[src/verilog/asq_pkg.sv]
package asq_pkg;

   // Register bus geometry
   localparam int            APB_AW        = 12;
   localparam int            APB_DW        = 32;

   // Control register indices as printed; byte address is four times the index
   localparam logic [11:0]   CTL0_IDX      = 12'h065;
   localparam logic [11:0]   CTL1_IDX      = 12'h1E5;
   localparam logic [11:0]   CTL0_ADDR     = {CTL0_IDX[9:0], 2'b00};
   localparam logic [11:0]   CTL1_ADDR     = {CTL1_IDX[9:0], 2'b00};

   // Status, interrupt and result windows
   localparam logic [11:0]   STAT0_ADDR    = 12'h800;
   localparam logic [11:0]   STAT1_ADDR    = 12'h804;
   localparam logic [11:0]   IRQ_STAT_ADDR = 12'h808;
   localparam logic [11:0]   IRQ_MASK_ADDR = 12'h80C;
   localparam logic [11:0]   RES0_BASE     = 12'h900;
   localparam logic [11:0]   RES1_BASE     = 12'h940;
   localparam int            RES_WIN_LSB   = 5;

   // Control register fields
   localparam int            CTL_W         = 7;
   localparam int            CTL_EIGHT_BIT = 6;
   localparam int            CTL_SCAN_BIT  = 5;
   localparam int            CTL_MULTICHANNEL_ENABLE_BIT  = 4;
   localparam int            CTL_CH3_BIT   = 3;
   localparam int            CTL_CH2_BIT   = 2;
   localparam logic [6:0]    CTL_RST       = 7'h00;

   // Status register layout: completion flag above the per-slot flags
   localparam int            STAT_SEQ_BIT  = 8;
   localparam int            NUM_SLOTS     = 8;
   localparam int            SLOT_W        = 3;
   localparam logic [2:0]    LAST_FOUR     = 3'h3;
   localparam logic [2:0]    LAST_EIGHT    = 3'h7;

   // Result width and interrupt bits
   localparam int            RES_W         = 10;
   localparam int            CHAN_W        = 4;
   localparam int            NUM_CONV      = 2;
   localparam logic [1:0]    IRQ_RST       = 2'h0;

   typedef enum logic [1:0] {ASQ_IDLE, ASQ_REQ, ASQ_WAIT} asq_state_t;

endpackage

[src/verilog/asq_seq_if.sv]
`timescale 1ns/100ps
interface asq_seq_if;
   import asq_pkg::*;
   logic                      wr;
   logic [CTL_W-1:0]          wdata;
   logic [CTL_W-1:0]          ctrl;
   logic                      sequence_complete_flag;
   logic [NUM_SLOTS-1:0]      ccf;
   logic                      done;
   logic [SLOT_W-1:0]         rd_idx;
   logic [RES_W-1:0]          rd_data;

   modport top (output wr, output wdata, output rd_idx,
                input ctrl, input sequence_complete_flag, input ccf, input done, input rd_data);
   modport seq (input wr, input wdata, input rd_idx,
                output ctrl, output sequence_complete_flag, output ccf, output done, output rd_data);
endinterface

[src/verilog/asq_sequencer.sv]
`timescale 1ns/100ps
module asq_sequencer
   import asq_pkg::*;
(
   input  wire logic              i_clk,
   input  wire logic              i_sys_rst,
   asq_seq_if.seq                 bus,
   output logic                   o_req,
   output logic [CHAN_W-1:0]      o_chan,
   input  wire logic              i_done,
   input  wire logic [RES_W-1:0]  i_data
);

   asq_state_t            state_ff, nxt_state;
   logic [SLOT_W-1:0]     cnt_ff, nxt_cnt;
   logic [CTL_W-1:0]      ctrl_ff, nxt_ctrl;
   logic                  scf_ff, nxt_scf;
   logic [NUM_SLOTS-1:0]  ccf_ff, nxt_ccf;
   logic [RES_W-1:0]      res_ff [NUM_SLOTS];
   logic [RES_W-1:0]      nxt_res [NUM_SLOTS];
   logic                  req_ff, nxt_req;
   logic [CHAN_W-1:0]     chan_ff, nxt_chan;
   logic                  done_ff, nxt_done;
   logic [SLOT_W-1:0]     last_slot;
   logic [CHAN_W-1:0]     chan_sel;

   // Sequence length and channel for the current slot
   always_comb begin
      last_slot = ctrl_ff[CTL_EIGHT_BIT] ? LAST_EIGHT : LAST_FOUR;
      if (!ctrl_ff[CTL_MULTICHANNEL_ENABLE_BIT]) begin
         chan_sel = ctrl_ff[CHAN_W-1:0];
      end else if (ctrl_ff[CTL_EIGHT_BIT]) begin
         chan_sel = {ctrl_ff[CTL_CH3_BIT], cnt_ff};
      end else begin
         // Codes 12..14 select the references and their midpoint
         chan_sel = {ctrl_ff[CTL_CH3_BIT:CTL_CH2_BIT], cnt_ff[1:0]};
      end
   end

   // Sequencer next state; a control write overrides any step in flight
   always_comb begin
      nxt_state = state_ff;
      nxt_cnt   = cnt_ff;
      nxt_ctrl  = ctrl_ff;
      nxt_scf   = scf_ff;
      nxt_ccf   = ccf_ff;
      nxt_res   = res_ff;
      nxt_req   = 1'b0;
      nxt_chan  = chan_ff;
      nxt_done  = 1'b0;
      if (bus.wr) begin
         nxt_ctrl  = bus.wdata;
         nxt_scf   = 1'b0;
         nxt_ccf   = '0;
         nxt_cnt   = '0;
         nxt_state = ASQ_REQ;
      end else begin
         unique case (state_ff)
            ASQ_IDLE: begin
            end
            ASQ_REQ: begin
               nxt_req   = 1'b1;
               nxt_chan  = chan_sel;
               nxt_state = ASQ_WAIT;
            end
            ASQ_WAIT: begin
               if (i_done) begin
                  nxt_res[cnt_ff] = i_data;
                  nxt_ccf[cnt_ff] = 1'b1;
                  if (cnt_ff == last_slot) begin
                     nxt_scf   = 1'b1;
                     nxt_done  = 1'b1;
                     nxt_cnt   = '0;
                     // Scan restarts at once and overwrites older results
                     nxt_state = ctrl_ff[CTL_SCAN_BIT] ? ASQ_REQ : ASQ_IDLE;
                  end else begin
                     nxt_cnt   = cnt_ff + 3'h1;
                     nxt_state = ASQ_REQ;
                  end
               end
            end
         endcase
      end
   end

   // Sequencer registers
   always_ff @(posedge i_clk) begin
      if (i_sys_rst) begin
         state_ff <= ASQ_IDLE;
         cnt_ff   <= '0;
         ctrl_ff  <= CTL_RST;
         scf_ff   <= 1'b0;
         ccf_ff   <= '0;
         req_ff   <= 1'b0;
         chan_ff  <= '0;
         done_ff  <= 1'b0;
         for (int i = 0; i < NUM_SLOTS; i++) begin
            res_ff[i] <= '0;
         end
      end else begin
         state_ff <= nxt_state;
         cnt_ff   <= nxt_cnt;
         ctrl_ff  <= nxt_ctrl;
         scf_ff   <= nxt_scf;
         ccf_ff   <= nxt_ccf;
         req_ff   <= nxt_req;
         chan_ff  <= nxt_chan;
         done_ff  <= nxt_done;
         res_ff   <= nxt_res;
      end
   end

   // Status and result read-back
   assign bus.ctrl    = ctrl_ff;
   assign bus.sequence_complete_flag     = scf_ff;
   assign bus.ccf     = ccf_ff;
   assign bus.done    = done_ff;
   assign bus.rd_data = res_ff[bus.rd_idx];
   assign o_req       = req_ff;
   assign o_chan      = chan_ff;

endmodule // asq_sequencer

[src/verilog/asq_top.sv]
`timescale 1ns/100ps
module asq_top
   import asq_pkg::*;
(
   input  wire logic               i_clk,
   input  wire logic               i_sys_rst,
   input  wire logic               i_psel,
   input  wire logic               i_penable,
   input  wire logic               i_pwrite,
   input  wire logic [APB_AW-1:0]  i_paddr,
   input  wire logic [APB_DW-1:0]  i_pwdata,
   input  wire logic [3:0]         i_pstrb,
   output logic [APB_DW-1:0]       o_prdata,
   output logic                    o_pready,
   output logic                    o_pslverr,
   output logic                    o_irq,
   output logic                    o_conv0_req,
   output logic [CHAN_W-1:0]       o_conv0_chan,
   input  wire logic               i_conv0_done,
   input  wire logic [RES_W-1:0]   i_conv0_data,
   output logic                    o_conv1_req,
   output logic [CHAN_W-1:0]       o_conv1_chan,
   input  wire logic               i_conv1_done,
   input  wire logic [RES_W-1:0]   i_conv1_data
);

   asq_seq_if u_if0 ();
   asq_seq_if u_if1 ();

   logic [APB_DW-1:0]    prdata_ff, nxt_prdata;
   logic                 pready_ff, nxt_pready;
   logic                 pslverr_ff, nxt_pslverr;
   logic [NUM_CONV-1:0]  irq_stat_ff, nxt_irq_stat;
   logic [NUM_CONV-1:0]  irq_mask_ff, nxt_irq_mask;
   logic                 irq_ff, nxt_irq;
   logic                 access;
   logic                 wr_access;
   logic                 lane0;
   logic                 mapped;
   logic [APB_DW-1:0]    rd_value;
   logic [NUM_CONV-1:0]  seq_done;

   // Access phase completes on the second cycle, when ready is already high
   assign access    = i_psel & i_penable & pready_ff;
   assign wr_access = access & i_pwrite;
   assign lane0     = i_pstrb[0];
   assign seq_done  = {u_if1.done, u_if0.done};

   // Control writes and result slot selection toward both sequencers
   assign u_if0.wr     = wr_access & lane0 & (i_paddr == CTL0_ADDR);
   assign u_if1.wr     = wr_access & lane0 & (i_paddr == CTL1_ADDR);
   assign u_if0.wdata  = i_pwdata[CTL_W-1:0];
   assign u_if1.wdata  = i_pwdata[CTL_W-1:0];
   assign u_if0.rd_idx = i_paddr[RES_WIN_LSB-1:2];
   assign u_if1.rd_idx = i_paddr[RES_WIN_LSB-1:2];

   // Read mux; unmapped addresses answer with an error and zero data
   always_comb begin
      rd_value = '0;
      mapped   = 1'b1;
      if (i_paddr == CTL0_ADDR) begin
         rd_value[CTL_W-1:0] = u_if0.ctrl;
      end else if (i_paddr == CTL1_ADDR) begin
         rd_value[CTL_W-1:0] = u_if1.ctrl;
      end else if (i_paddr == STAT0_ADDR) begin
         rd_value[STAT_SEQ_BIT]     = u_if0.sequence_complete_flag;
         rd_value[NUM_SLOTS-1:0]    = u_if0.ccf;
      end else if (i_paddr == STAT1_ADDR) begin
         rd_value[STAT_SEQ_BIT]     = u_if1.sequence_complete_flag;
         rd_value[NUM_SLOTS-1:0]    = u_if1.ccf;
      end else if (i_paddr == IRQ_STAT_ADDR) begin
         rd_value[NUM_CONV-1:0] = irq_stat_ff;
      end else if (i_paddr == IRQ_MASK_ADDR) begin
         rd_value[NUM_CONV-1:0] = irq_mask_ff;
      end else if (i_paddr[APB_AW-1:RES_WIN_LSB] == RES0_BASE[APB_AW-1:RES_WIN_LSB]) begin
         rd_value[RES_W-1:0] = u_if0.rd_data;
      end else if (i_paddr[APB_AW-1:RES_WIN_LSB] == RES1_BASE[APB_AW-1:RES_WIN_LSB]) begin
         rd_value[RES_W-1:0] = u_if1.rd_data;
      end else begin
         mapped = 1'b0;
      end
   end

   // Bus answer: ready rises one cycle into the access phase
   always_comb begin
      nxt_pready  = i_psel & i_penable & ~pready_ff;
      nxt_prdata  = prdata_ff;
      nxt_pslverr = 1'b0;
      if (i_psel & i_penable & ~pready_ff) begin
         nxt_prdata  = i_pwrite ? '0 : rd_value;
         nxt_pslverr = ~mapped;
      end
   end

   // Interrupt state; a completion in the same cycle as its clear keeps the bit set
   always_comb begin
      nxt_irq_mask = irq_mask_ff;
      nxt_irq_stat = irq_stat_ff;
      if (wr_access & lane0 & (i_paddr == IRQ_MASK_ADDR)) begin
         nxt_irq_mask = i_pwdata[NUM_CONV-1:0];
      end
      if (wr_access & lane0 & (i_paddr == IRQ_STAT_ADDR)) begin
         nxt_irq_stat = irq_stat_ff & ~i_pwdata[NUM_CONV-1:0];
      end
      nxt_irq_stat = nxt_irq_stat | seq_done;
      nxt_irq      = |(nxt_irq_stat & nxt_irq_mask);
   end

   // Bus and interrupt registers
   always_ff @(posedge i_clk) begin
      if (i_sys_rst) begin
         prdata_ff   <= '0;
         pready_ff   <= 1'b0;
         pslverr_ff  <= 1'b0;
         irq_stat_ff <= IRQ_RST;
         irq_mask_ff <= IRQ_RST;
         irq_ff      <= 1'b0;
      end else begin
         prdata_ff   <= nxt_prdata;
         pready_ff   <= nxt_pready;
         pslverr_ff  <= nxt_pslverr;
         irq_stat_ff <= nxt_irq_stat;
         irq_mask_ff <= nxt_irq_mask;
         irq_ff      <= nxt_irq;
      end
   end

   assign o_prdata  = prdata_ff;
   assign o_pready  = pready_ff;
   assign o_pslverr = pslverr_ff;
   assign o_irq     = irq_ff;

   // One sequencer per converter; both share the same logic
   asq_sequencer u_seq0 (
      .i_clk     (i_clk),
      .i_sys_rst (i_sys_rst),
      .bus       (u_if0.seq),
      .o_req     (o_conv0_req),
      .o_chan    (o_conv0_chan),
      .i_done    (i_conv0_done),
      .i_data    (i_conv0_data)
   );

   asq_sequencer u_seq1 (
      .i_clk     (i_clk),
      .i_sys_rst (i_sys_rst),
      .bus       (u_if1.seq),
      .o_req     (o_conv1_req),
      .o_chan    (o_conv1_chan),
      .i_done    (i_conv1_done),
      .i_data    (i_conv1_data)
   );

endmodule // asq_top

[config.mk]
export PLATFORM = sky130hd
export DESIGN_NAME = asq_top
export DESIGN_NICKNAME = d
export VERILOG_FILES = /design/src/verilog/asq_pkg.sv /design/src/verilog/asq_seq_if.sv /design/src/verilog/asq_sequencer.sv /design/src/verilog/asq_top.sv
export SDC_FILE = /design/constraint.sdc
export NUM_CORES = 1
export LEC_CHECK = 0
export BUFFER_PORTS_ARGS = -buffer_cell sky130_fd_sc_hd__buf_4
export CAP_MARGIN = 20
export CORE_MARGIN = 1
export CORE_UTILIZATION = 59
export CTS_CLUSTER_DIAMETER = 80
export DETAILED_ROUTE_END_ITERATION = 12
export GPL_ROUTABILITY_DRIVEN = 1
export GPL_TIMING_DRIVEN = 0
export PLACE_DENSITY = 0.85
export SETUP_SLACK_MARGIN = 0.05
export SLEW_MARGIN = 20
export SYNTH_ARGS = -nofsm -noshare
export SYNTH_HDL_FRONTEND = slang
export SYNTH_SLANG_ARGS = --single-unit
[constraint.sdc]
create_clock -name i_clk -period 2.4 [get_ports i_clk]
set_clock_uncertainty 0.05 [all_clocks]
set_input_delay 0.24 -clock i_clk [delete_from_list [all_inputs] [get_ports i_clk]]
set_output_delay 0.24 -clock i_clk [all_outputs]
set_load 0.03 [all_outputs]
==> impl_metrics.env, run 1 <==
export IMPL_hold_viol=0
export IMPL_rrSetupSlack_ns=0.07
export IMPL_start_kind="input pin"
export IMPL_rows=48
export IMPL_die_area_um2=18330
export IMPL_layout_commonest_cell="dfxtp_1"
export IMPL_postRouteAntennaNets=0
export IMPL_ios=120
export IMPL_grt_max_degree=14
export IMPL_max_slew_margin_rel=0.4099
export IMPL_whs_ns=0.01708
export IMPL_post_route_drc_count=0
export IMPL_cp_arrival_ns=2.69
export IMPL_crit_type="input pin to flop"
export IMPL_grt_usage=0.3208
export IMPL_port_buffer_count=45
export IMPL_synth_edf_count=0
export IMPL_clk_latency_ns=0.52
export IMPL_core_area_um2=17360
export IMPL_die_w_um=135.4
export IMPL_async_flop_share=0
export IMPL_syn2layout_area_growth_pct=14.93
export IMPL_max_stage_delay_ns=0.64
export IMPL_synthCells=1041
export IMPL_dieHeight_um=135.4
export IMPL_reg2reg_depth=5
export IMPL_mostFrequentLayoutCells="231 x dfxtp_1, 220 x nor2_1, 184 x mux2i_1"
export IMPL_fin_util=0.6953
export IMPL_cap_violations=0
export IMPL_finalCritPeriodShare=0.9965
export IMPL_ys_flop_type="dfxtp_1"
export IMPL_htreeDepth=1
export IMPL_avgSynthCellArea_um2=10.09
export IMPL_cpMaxStageDelayCell="o41ai_1"
export IMPL_root_buffer="clkbuf_16"
export IMPL_pwr_share_clk=0.465
export IMPL_status="finished, final reports clean"
export IMPL_seqPwrFrac=0.477
export IMPL_first_global_vias=8285
export IMPL_start_util=0.6050
export IMPL_holdPathEnd="u_seq1.res_ff[79]$_SDFFE_PP0P_"
export IMPL_post_drt_wl_per_cell_um=20.86
export IMPL_cts_resized=0
export IMPL_final_nets=1218
export IMPL_insertedDiodeCount=0
export IMPL_hold_class="input pin to flop"
export IMPL_maxSlewViolCount=0
export IMPL_p_int_mw=6.187
export IMPL_setup_violations=0
export IMPL_crit_path_max_fanout=10
export IMPL_cpMostUsedCell="buf_2"
export IMPL_r2r_end="o_prdata[3]$_SDFFE_PP0P_"
export IMPL_fin_total_pwr_mw=8.032
export IMPL_tightest_slew_ns=0.8851
export IMPL_worstPathRequired_ns=2.70
export IMPL_rsz0062_at_grt="no"
export IMPL_vdd_ir_drop_max_mv=0.5588
export IMPL_hold_path_depth=3
export IMPL_clock_sinks=231
export IMPL_drt_iter0_markers=825
export IMPL_vias_per_cell=6.115
export IMPL_clockBufferDepth=3
export IMPL_pwr_share_comb=0.057
export IMPL_synth_warnings=0
export IMPL_endpoint_kind="flop"
export IMPL_startpoint="i_paddr[3]"
export IMPL_power_switching_mw=1.846
export IMPL_path_cells="buf_2 > buf_4 > buf_2 > buf_1 > nand3_1 > o41ai_1 > o32ai_1"
export IMPL_leakage_nw=5.270
export IMPL_routed_wl_um=28850
export IMPL_cts_buffers=24
export IMPL_drtPass1Iterations=5
export IMPL_synth_area_um2=10500
export IMPL_power_density_nw_per_um2=665.6
export IMPL_dp_hpwl_um=19600
export IMPL_drive_above_1_share=0.1710
export IMPL_period_needed_ns=2.392
export IMPL_swShare=0.2298
export IMPL_antenna_found_initial=1
export IMPL_gp_congestion=0.9980
export IMPL_vias=8457
export IMPL_synth_seq_cells=231
export IMPL_yosysSeqAreaShare=0.4404
export IMPL_worstReg2RegStart="u_seq0.res_ff[13]$_SDFFE_PP0P_"
export IMPL_clk_pin_slew_ns=0.06
export IMPL_synth_cell_type_count=62
export IMPL_overflow=0
export IMPL_hold_path_startpoint="i_conv1_data[9]"
export IMPL_cts_tree="done"
export IMPL_fmax_ghz=0.4181
export IMPL_cts_setup_buffers=0
export IMPL_grt_first_pass_wirelength_um=44590
[cells by family after synthesis]
logic type,share of synthesized area
and+or+nand+nor,0.1386
buffers and inverters,0.06280
adders and majority gates,0.002383
AOI/OAI and AO/OA,0.08532
xor gates and xnor gates,0.002503
muxes,0.2676
other,0.0003571
DFF,0.4404
[layout make-up]
type                            instances  area, um2
Inverter                               10      37.54
Timing Repair Buffer                   54      427.9
Tap cell                              225      281.5
Clock inverter                         10      138.9
Buffer                                112      618.1
Multi-Input combinational cell        708       5295
Sequential cell                       231       4624
Fill cell                            1304       5289
Clock buffer                           33      644.4
[worst max-delay path by stage]
stage / slack, ns / end
2_1_floorplan: 0.34 / u_seq1.res_ff[19]$_SDFFE_PP0P_
3_3_place_gp: -0.36 / o_prdata[3]$_SDFFE_PP0P_
3_5_place_dp: -0.34 / o_irq$_SDFF_PP0_
4_1_cts: 0.13 / o_irq$_SDFF_PP0_
5_1_grt: 0.06 / o_prdata[3]$_SDFFE_PP0P_
6_report: 0.008 / o_irq$_SDFF_PP0_
[flip-flops by register name, summed over array words and instances (netlist names), 4 cells and up]
| signal | flops |
|---|---|
| o_prdata | 10 |
| u_seq0.o_chan | 4 |
| u_seq0.bus.ctrl | 7 |
| u_seq0.res_ff | 80 |
| u_seq1.bus.ctrl | 7 |
| u_seq1.res_ff | 80 |
| u_seq1.bus.ccf | 8 |
| u_seq0.bus.ccf | 8 |
| u_seq1.o_chan | 4 |
[power groups by stage]
stage / Clock, mW / Sequential, mW / Combinational, mW
after floorplan: 0 / 3.92 / 0.288
after global placement: 0 / 3.92 / 0.437
after detailed placement: 0 / 3.92 / 0.438
after CTS: 3.75 / 3.84 / 0.452
after global routing: 3.91 / 3.83 / 0.484
final: 3.74 / 3.84 / 0.461
[synth_stat cells (3+ instances only)]
| library cell | n | area [um2] |
|---|---|---|
| buf_2 | 11 | 55.05 |
| nand2_1 | 53 | 198.9 |
| nor2_1 | 220 | 825.8 |
| and3_1 | 4 | 25.02 |
| a211oi_1 | 5 | 37.54 |
| and2_1 | 3 | 18.77 |
| a32oi_1 | 3 | 26.28 |
| nand3_1 | 9 | 45.04 |
| nor3_1 | 3 | 15.01 |
| o32ai_1 | 4 | 35.03 |
| nand2b_1 | 4 | 25.02 |
| a21oi_1 | 45 | 225.2 |
| xnor2_1 | 3 | 26.28 |
| mux4_2 | 42 | 945.9 |
| a22oi_1 | 12 | 90.09 |
| mux2i_1 | 184 | 1842 |
| clkbuf_1 | 53 | 198.9 |
| o311ai_2 | 9 | 146.4 |
| buf_1 | 4 | 15.01 |
| inv_1 | 10 | 37.54 |
| dfxtp_1 | 231 | 4624 |
| buf_4 | 40 | 300.3 |
| a311oi_1 | 4 | 35.03 |
| buf_6 | 4 | 45.04 |
| nand3b_1 | 5 | 37.54 |
| o311ai_1 | 3 | 26.28 |
| o21ai_0 | 14 | 70.07 |
| nand4_1 | 3 | 18.77 |
| nor2b_1 | 9 | 56.30 |
| a31oi_1 | 5 | 31.28 |
[layer usage]
layer  GRT usage  share of wire  wire (um)  vias up
met1      0.4053           0.40      11470     4113
met5           0        0.00038         11        -
met2      0.5256           0.47      13500      410
met4      0.1742          0.055       1598        2
met3     0.05163          0.079       2269      113
li1            -              -          -     3819
[critical path, delay by kind of cell]
family,cells,cell delay [ns]
buf+inv,4,1.33
compound gates,2,0.88
simple gates,1,0.24
[repair_timing]
item                       CTS  global route
hold buffers                 9             0
hold endpoints to repair    17             0
setup endpoints to repair    0             1
[per-stage QoR]
| stage | cells | area, um2 | TNS [ns] | setup slack, ns |
|---|---|---|---|---|
| finish | 1383 | 12070 | 0 | 0.008411 |
| global route | 1383 | 12070 | 0 | 0.05861 |
| CTS | 1384 | 12070 | 0 | 0.1276 |
| detailed placement | 1332 | 11200 | -1.740 | -0.3379 |
| global placement | 1332 | 11200 | -1.678 | -0.3602 |
| floorplan | 1062 | 10580 | 0 | 0.3415 |
(Power assumes the default switching activity.)
==> run 2, diff against run 1 <==
- ABC_AREA: not set -> 1
- CORE_UTILIZATION: 59 -> 58
- PLACE_DENSITY: 0.85 -> not set
- PLACE_DENSITY_LB_ADDON: not set -> 0.15
==> run 2 against run 1 <==
Against the previous run:
- clock power about the same
- clock-buffer cell count rose by 2
- cell area increased by 1.3%
- cell count is 38% higher
- critical path depth increased by 3
- hold slack worse by 0.0081 ns
- routed wire length is 13% higher
- power is 1.8% higher
- core utilization grew 0.68 points
- synthesized area down 1.0%
- global-route usage is 3.1 points higher
- via count up 24%
- critical endpoint is now o_prdata[9]$_SDFFE_PP0P_
- highest routed layer is now met4
==> impl_metrics.env, run 2 <==
export IMPL_dieHeight_um=135.8
export IMPL_postRouteAntennaNets=0
export IMPL_maxSlewViolCount=0
export IMPL_cp_arrival_ns=2.54
export IMPL_grt_first_pass_wirelength_um=49580
export IMPL_rsz0062_at_grt="no"
export IMPL_finalCritPeriodShare=0.8913
export IMPL_synth_seq_cells=231
export IMPL_async_flop_share=0
export IMPL_setup_violations=0
export IMPL_synthCells=1529
export IMPL_start_kind="input pin"
export IMPL_insertedDiodeCount=0
export IMPL_cpMostUsedCell="nand3_1"
export IMPL_synth_cell_type_count=38
export IMPL_endpoint_kind="flop"
export IMPL_die_w_um=135.8
export IMPL_hold_viol=0
export IMPL_first_global_vias=9299
export IMPL_layout_commonest_cell="nor2_1"
export IMPL_core_area_um2=17420
export IMPL_yosysSeqAreaShare=0.4451
export IMPL_max_slew_margin_rel=0.4737
export IMPL_leakage_nw=5.153
export IMPL_vias=10520
export IMPL_hold_class="input pin to flop"
export IMPL_r2r_end="u_seq0.res_ff[51]$_SDFFE_PP0P_"
export IMPL_grt_usage=0.3516
export IMPL_multiInputGateArea_um2=4811
export IMPL_vias_per_cell=5.530
export IMPL_path_cells="buf_4 > inv_1 > nor2_2 > buf_2 > a22oi_1 > nand3_1 > nand2_1 > o21ai_0 > nand3_1 > a21oi_1"
export IMPL_tightest_slew_ns=0.7894
export IMPL_synth_commonest_cells="405 x nor2_1, 231 x dfxtp_1, 216 x o21ai_0, 204 x nand2_1, 136 x inv_1"
export IMPL_overflow=0
export IMPL_preCtsSetupSlack_ns=-0.1669
export IMPL_crit_buf_inv=3
export IMPL_status="finished, final reports clean"
export IMPL_avgSynthCellArea_um2=6.795
export IMPL_stdcell_count=1903
export IMPL_cts_buffers=24
export IMPL_rrSetupSlack_ns=0.35
export IMPL_root_buffer="clkbuf_16"
export IMPL_antenna_found_initial=0
export IMPL_fmax_ghz=0.4675
export IMPL_dpl_instance_area_um2=11250
export IMPL_final_nets=1737
export IMPL_fin_total_pwr_mw=8.178
export IMPL_worstPathRequired_ns=2.80
export IMPL_clk_pin_slew_ns=0.06
export IMPL_clk_latency_ns=0.52
export IMPL_fin_tns_setup_ns=0
export IMPL_routed_wl_um=32560
export IMPL_synth_area_um2=10390
export IMPL_die_area_um2=18450
export IMPL_ys_flop_type="dfxtp_1"
export IMPL_yosys_top_cells_area="dfxtp_1 45%, nor2_1 15%, o21ai_0 10%"
export IMPL_hold_path_depth=3
export IMPL_cpMaxStageDelayCell="nor2_2"
export IMPL_mostFrequentLayoutCells="405 x nor2_1, 231 x dfxtp_1, 216 x o21ai_0"
export IMPL_period_needed_ns=2.139
export IMPL_vdd_ir_drop_max_mv=0.7879
export IMPL_crit_type="input pin to flop"
export IMPL_htreeDepth=1
export IMPL_synth_warnings=0
export IMPL_whs_ns=0.009020
export IMPL_ios=120
export IMPL_grt_max_degree=15
export IMPL_placed_cells=1842
export IMPL_stdcell_area_um2=12230
export IMPL_synth_edf_count=0
export IMPL_finalWorstSetupSlack_ns=0.2610
export IMPL_fillers=1530
export IMPL_fin_util=0.7021
export IMPL_drt_iter0_markers=1078
export IMPL_start_util=0.5966
export IMPL_cts_tree="done"
export IMPL_drtPass1Iterations=6
export IMPL_power_density_nw_per_um2=668.8
export IMPL_hold_path_startpoint="i_conv0_data[9]"
export IMPL_cap_violations=0
export IMPL_worstReg2RegStart="o_pready$_SDFF_PP0_"
export IMPL_post_drt_wl_per_cell_um=17.11
export IMPL_seq_area_um2=4624
export IMPL_reg2reg_depth=8
export IMPL_max_stage_delay_ns=0.61
export IMPL_yosys_area_top_type="dfxtp_1"
export IMPL_syn2layout_area_growth_pct=17.69
export IMPL_holdPathEnd="u_seq0.res_ff[39]$_SDFFE_PP0P_"
export IMPL_clockBufferDepth=3
export IMPL_cp_top_family="simple AND/OR/NAND/NOR gates"
export IMPL_synth_most_common_cell="nor2_1"
export IMPL_synth_top_area_frac=0.4451
export IMPL_drive_above_1_share=0.1132
export IMPL_rows=48
export IMPL_gp_congestion=0.9832
export IMPL_clock_sinks=231
export IMPL_post_route_drc_count=0
export IMPL_crit_path_max_fanout=10
export IMPL_port_buffer_count=67
export IMPL_dp_hpwl_um=23100
[run 2: changes by cell type in the layout (fill, tap and decap cells not counted), sizes merged, moves of 42 or more]
cell,change
mux2i,-184
nand2,+159
a21oi,+59
o21ai,+204
mux4,-42
inv,+131
nor2,+190
[run 2: how the worst max path moves through the flow]
stage / from / to / cells after the start / slack (ns)
floorplan: o_pready$_SDFF_PP0_ / u_seq0.res_ff[40]$_SDFFE_PP0P_ / 8 / 0.64
global placement: i_paddr[2] / o_prdata[9]$_SDFFE_PP0P_ / 10 / -0.13
detailed placement: i_paddr[2] / o_prdata[9]$_SDFFE_PP0P_ / 10 / -0.17
CTS: u_seq1.state_ff[1]$_SDFFE_PP0P_ / u_seq1.res_ff[40]$_SDFFE_PP0P_ / 12 / 0.30
global route: u_seq1.state_ff[1]$_SDFFE_PP0P_ / u_seq1.res_ff[40]$_SDFFE_PP0P_ / 12 / 0.09
finish: i_paddr[2] / o_prdata[9]$_SDFFE_PP0P_ / 10 / 0.26
[run 2: report_power, final]
group	internal, mW	switching (mW)	total [mW]	leakage, nW
Clock	2.17	1.56	3.73	0.384
Combinational	0.188	0.422	0.611	2.91
Sequential	3.83	0.00108	3.84	1.86
[run 2: area by class of cell]
| cell class | instances | area share |
|---|---|---|
| Multi-Input combinational cell | 1082 | 0.3934 |
| Sequential cell | 231 | 0.3782 |
| Clock buffer | 35 | 0.05832 |
| Timing Repair Buffer | 84 | 0.05505 |
| Inverter | 147 | 0.04512 |
| Buffer | 90 | 0.04021 |
| Tap cell | 225 | 0.02302 |
| Clock inverter | 9 | 0.006651 |
[run 2: metal layers]
layer	part of all wire	GRT usage	vias to the layer above
met2	0.44	0.5587	533
met1	0.41	0.4723	4758
met5	0	0	-
li1	-	-	5130
met4	0.041	0.1423	0
met3	0.10	0.06003	103
[run 2: logic make-up (layout without fill, tap and decap cells)]
| family | Yosys count | count (layout) | synth area share |
|---|---|---|---|
| and+or+nand+nor | 702 | 702 | 0.2737 |
| AOI/OAI and AO/OA | 356 | 356 | 0.1780 |
| buffers and inverters | 237 | 365 | 0.1004 |
| DFF | 231 | 231 | 0.4451 |
| adders and majority gates | 2 | 2 | 0.002408 |
| other | 1 | 22 | 0.0003609 |
[run 2: timing repair]
action | 4_1_cts | 5_1_grt
endpoints found under the hold margin | 44 | 0
resized for setup | 0 | 2
buffers inserted | 0 | 0
setup endpoints to repair | 0 | 11
hold buffers | 17 | 0
[run 2: worst reg2reg max path: stages, from the launching register on]
cell,delay [ns]
dfxtp_1,0.36
nand4_1,0.29
inv_1,0.28
nand2_2,0.11
buf_6,0.15
nand2_1,0.16
clkinv_1,0.31
nor2_1,0.17
nor2_1,0.06
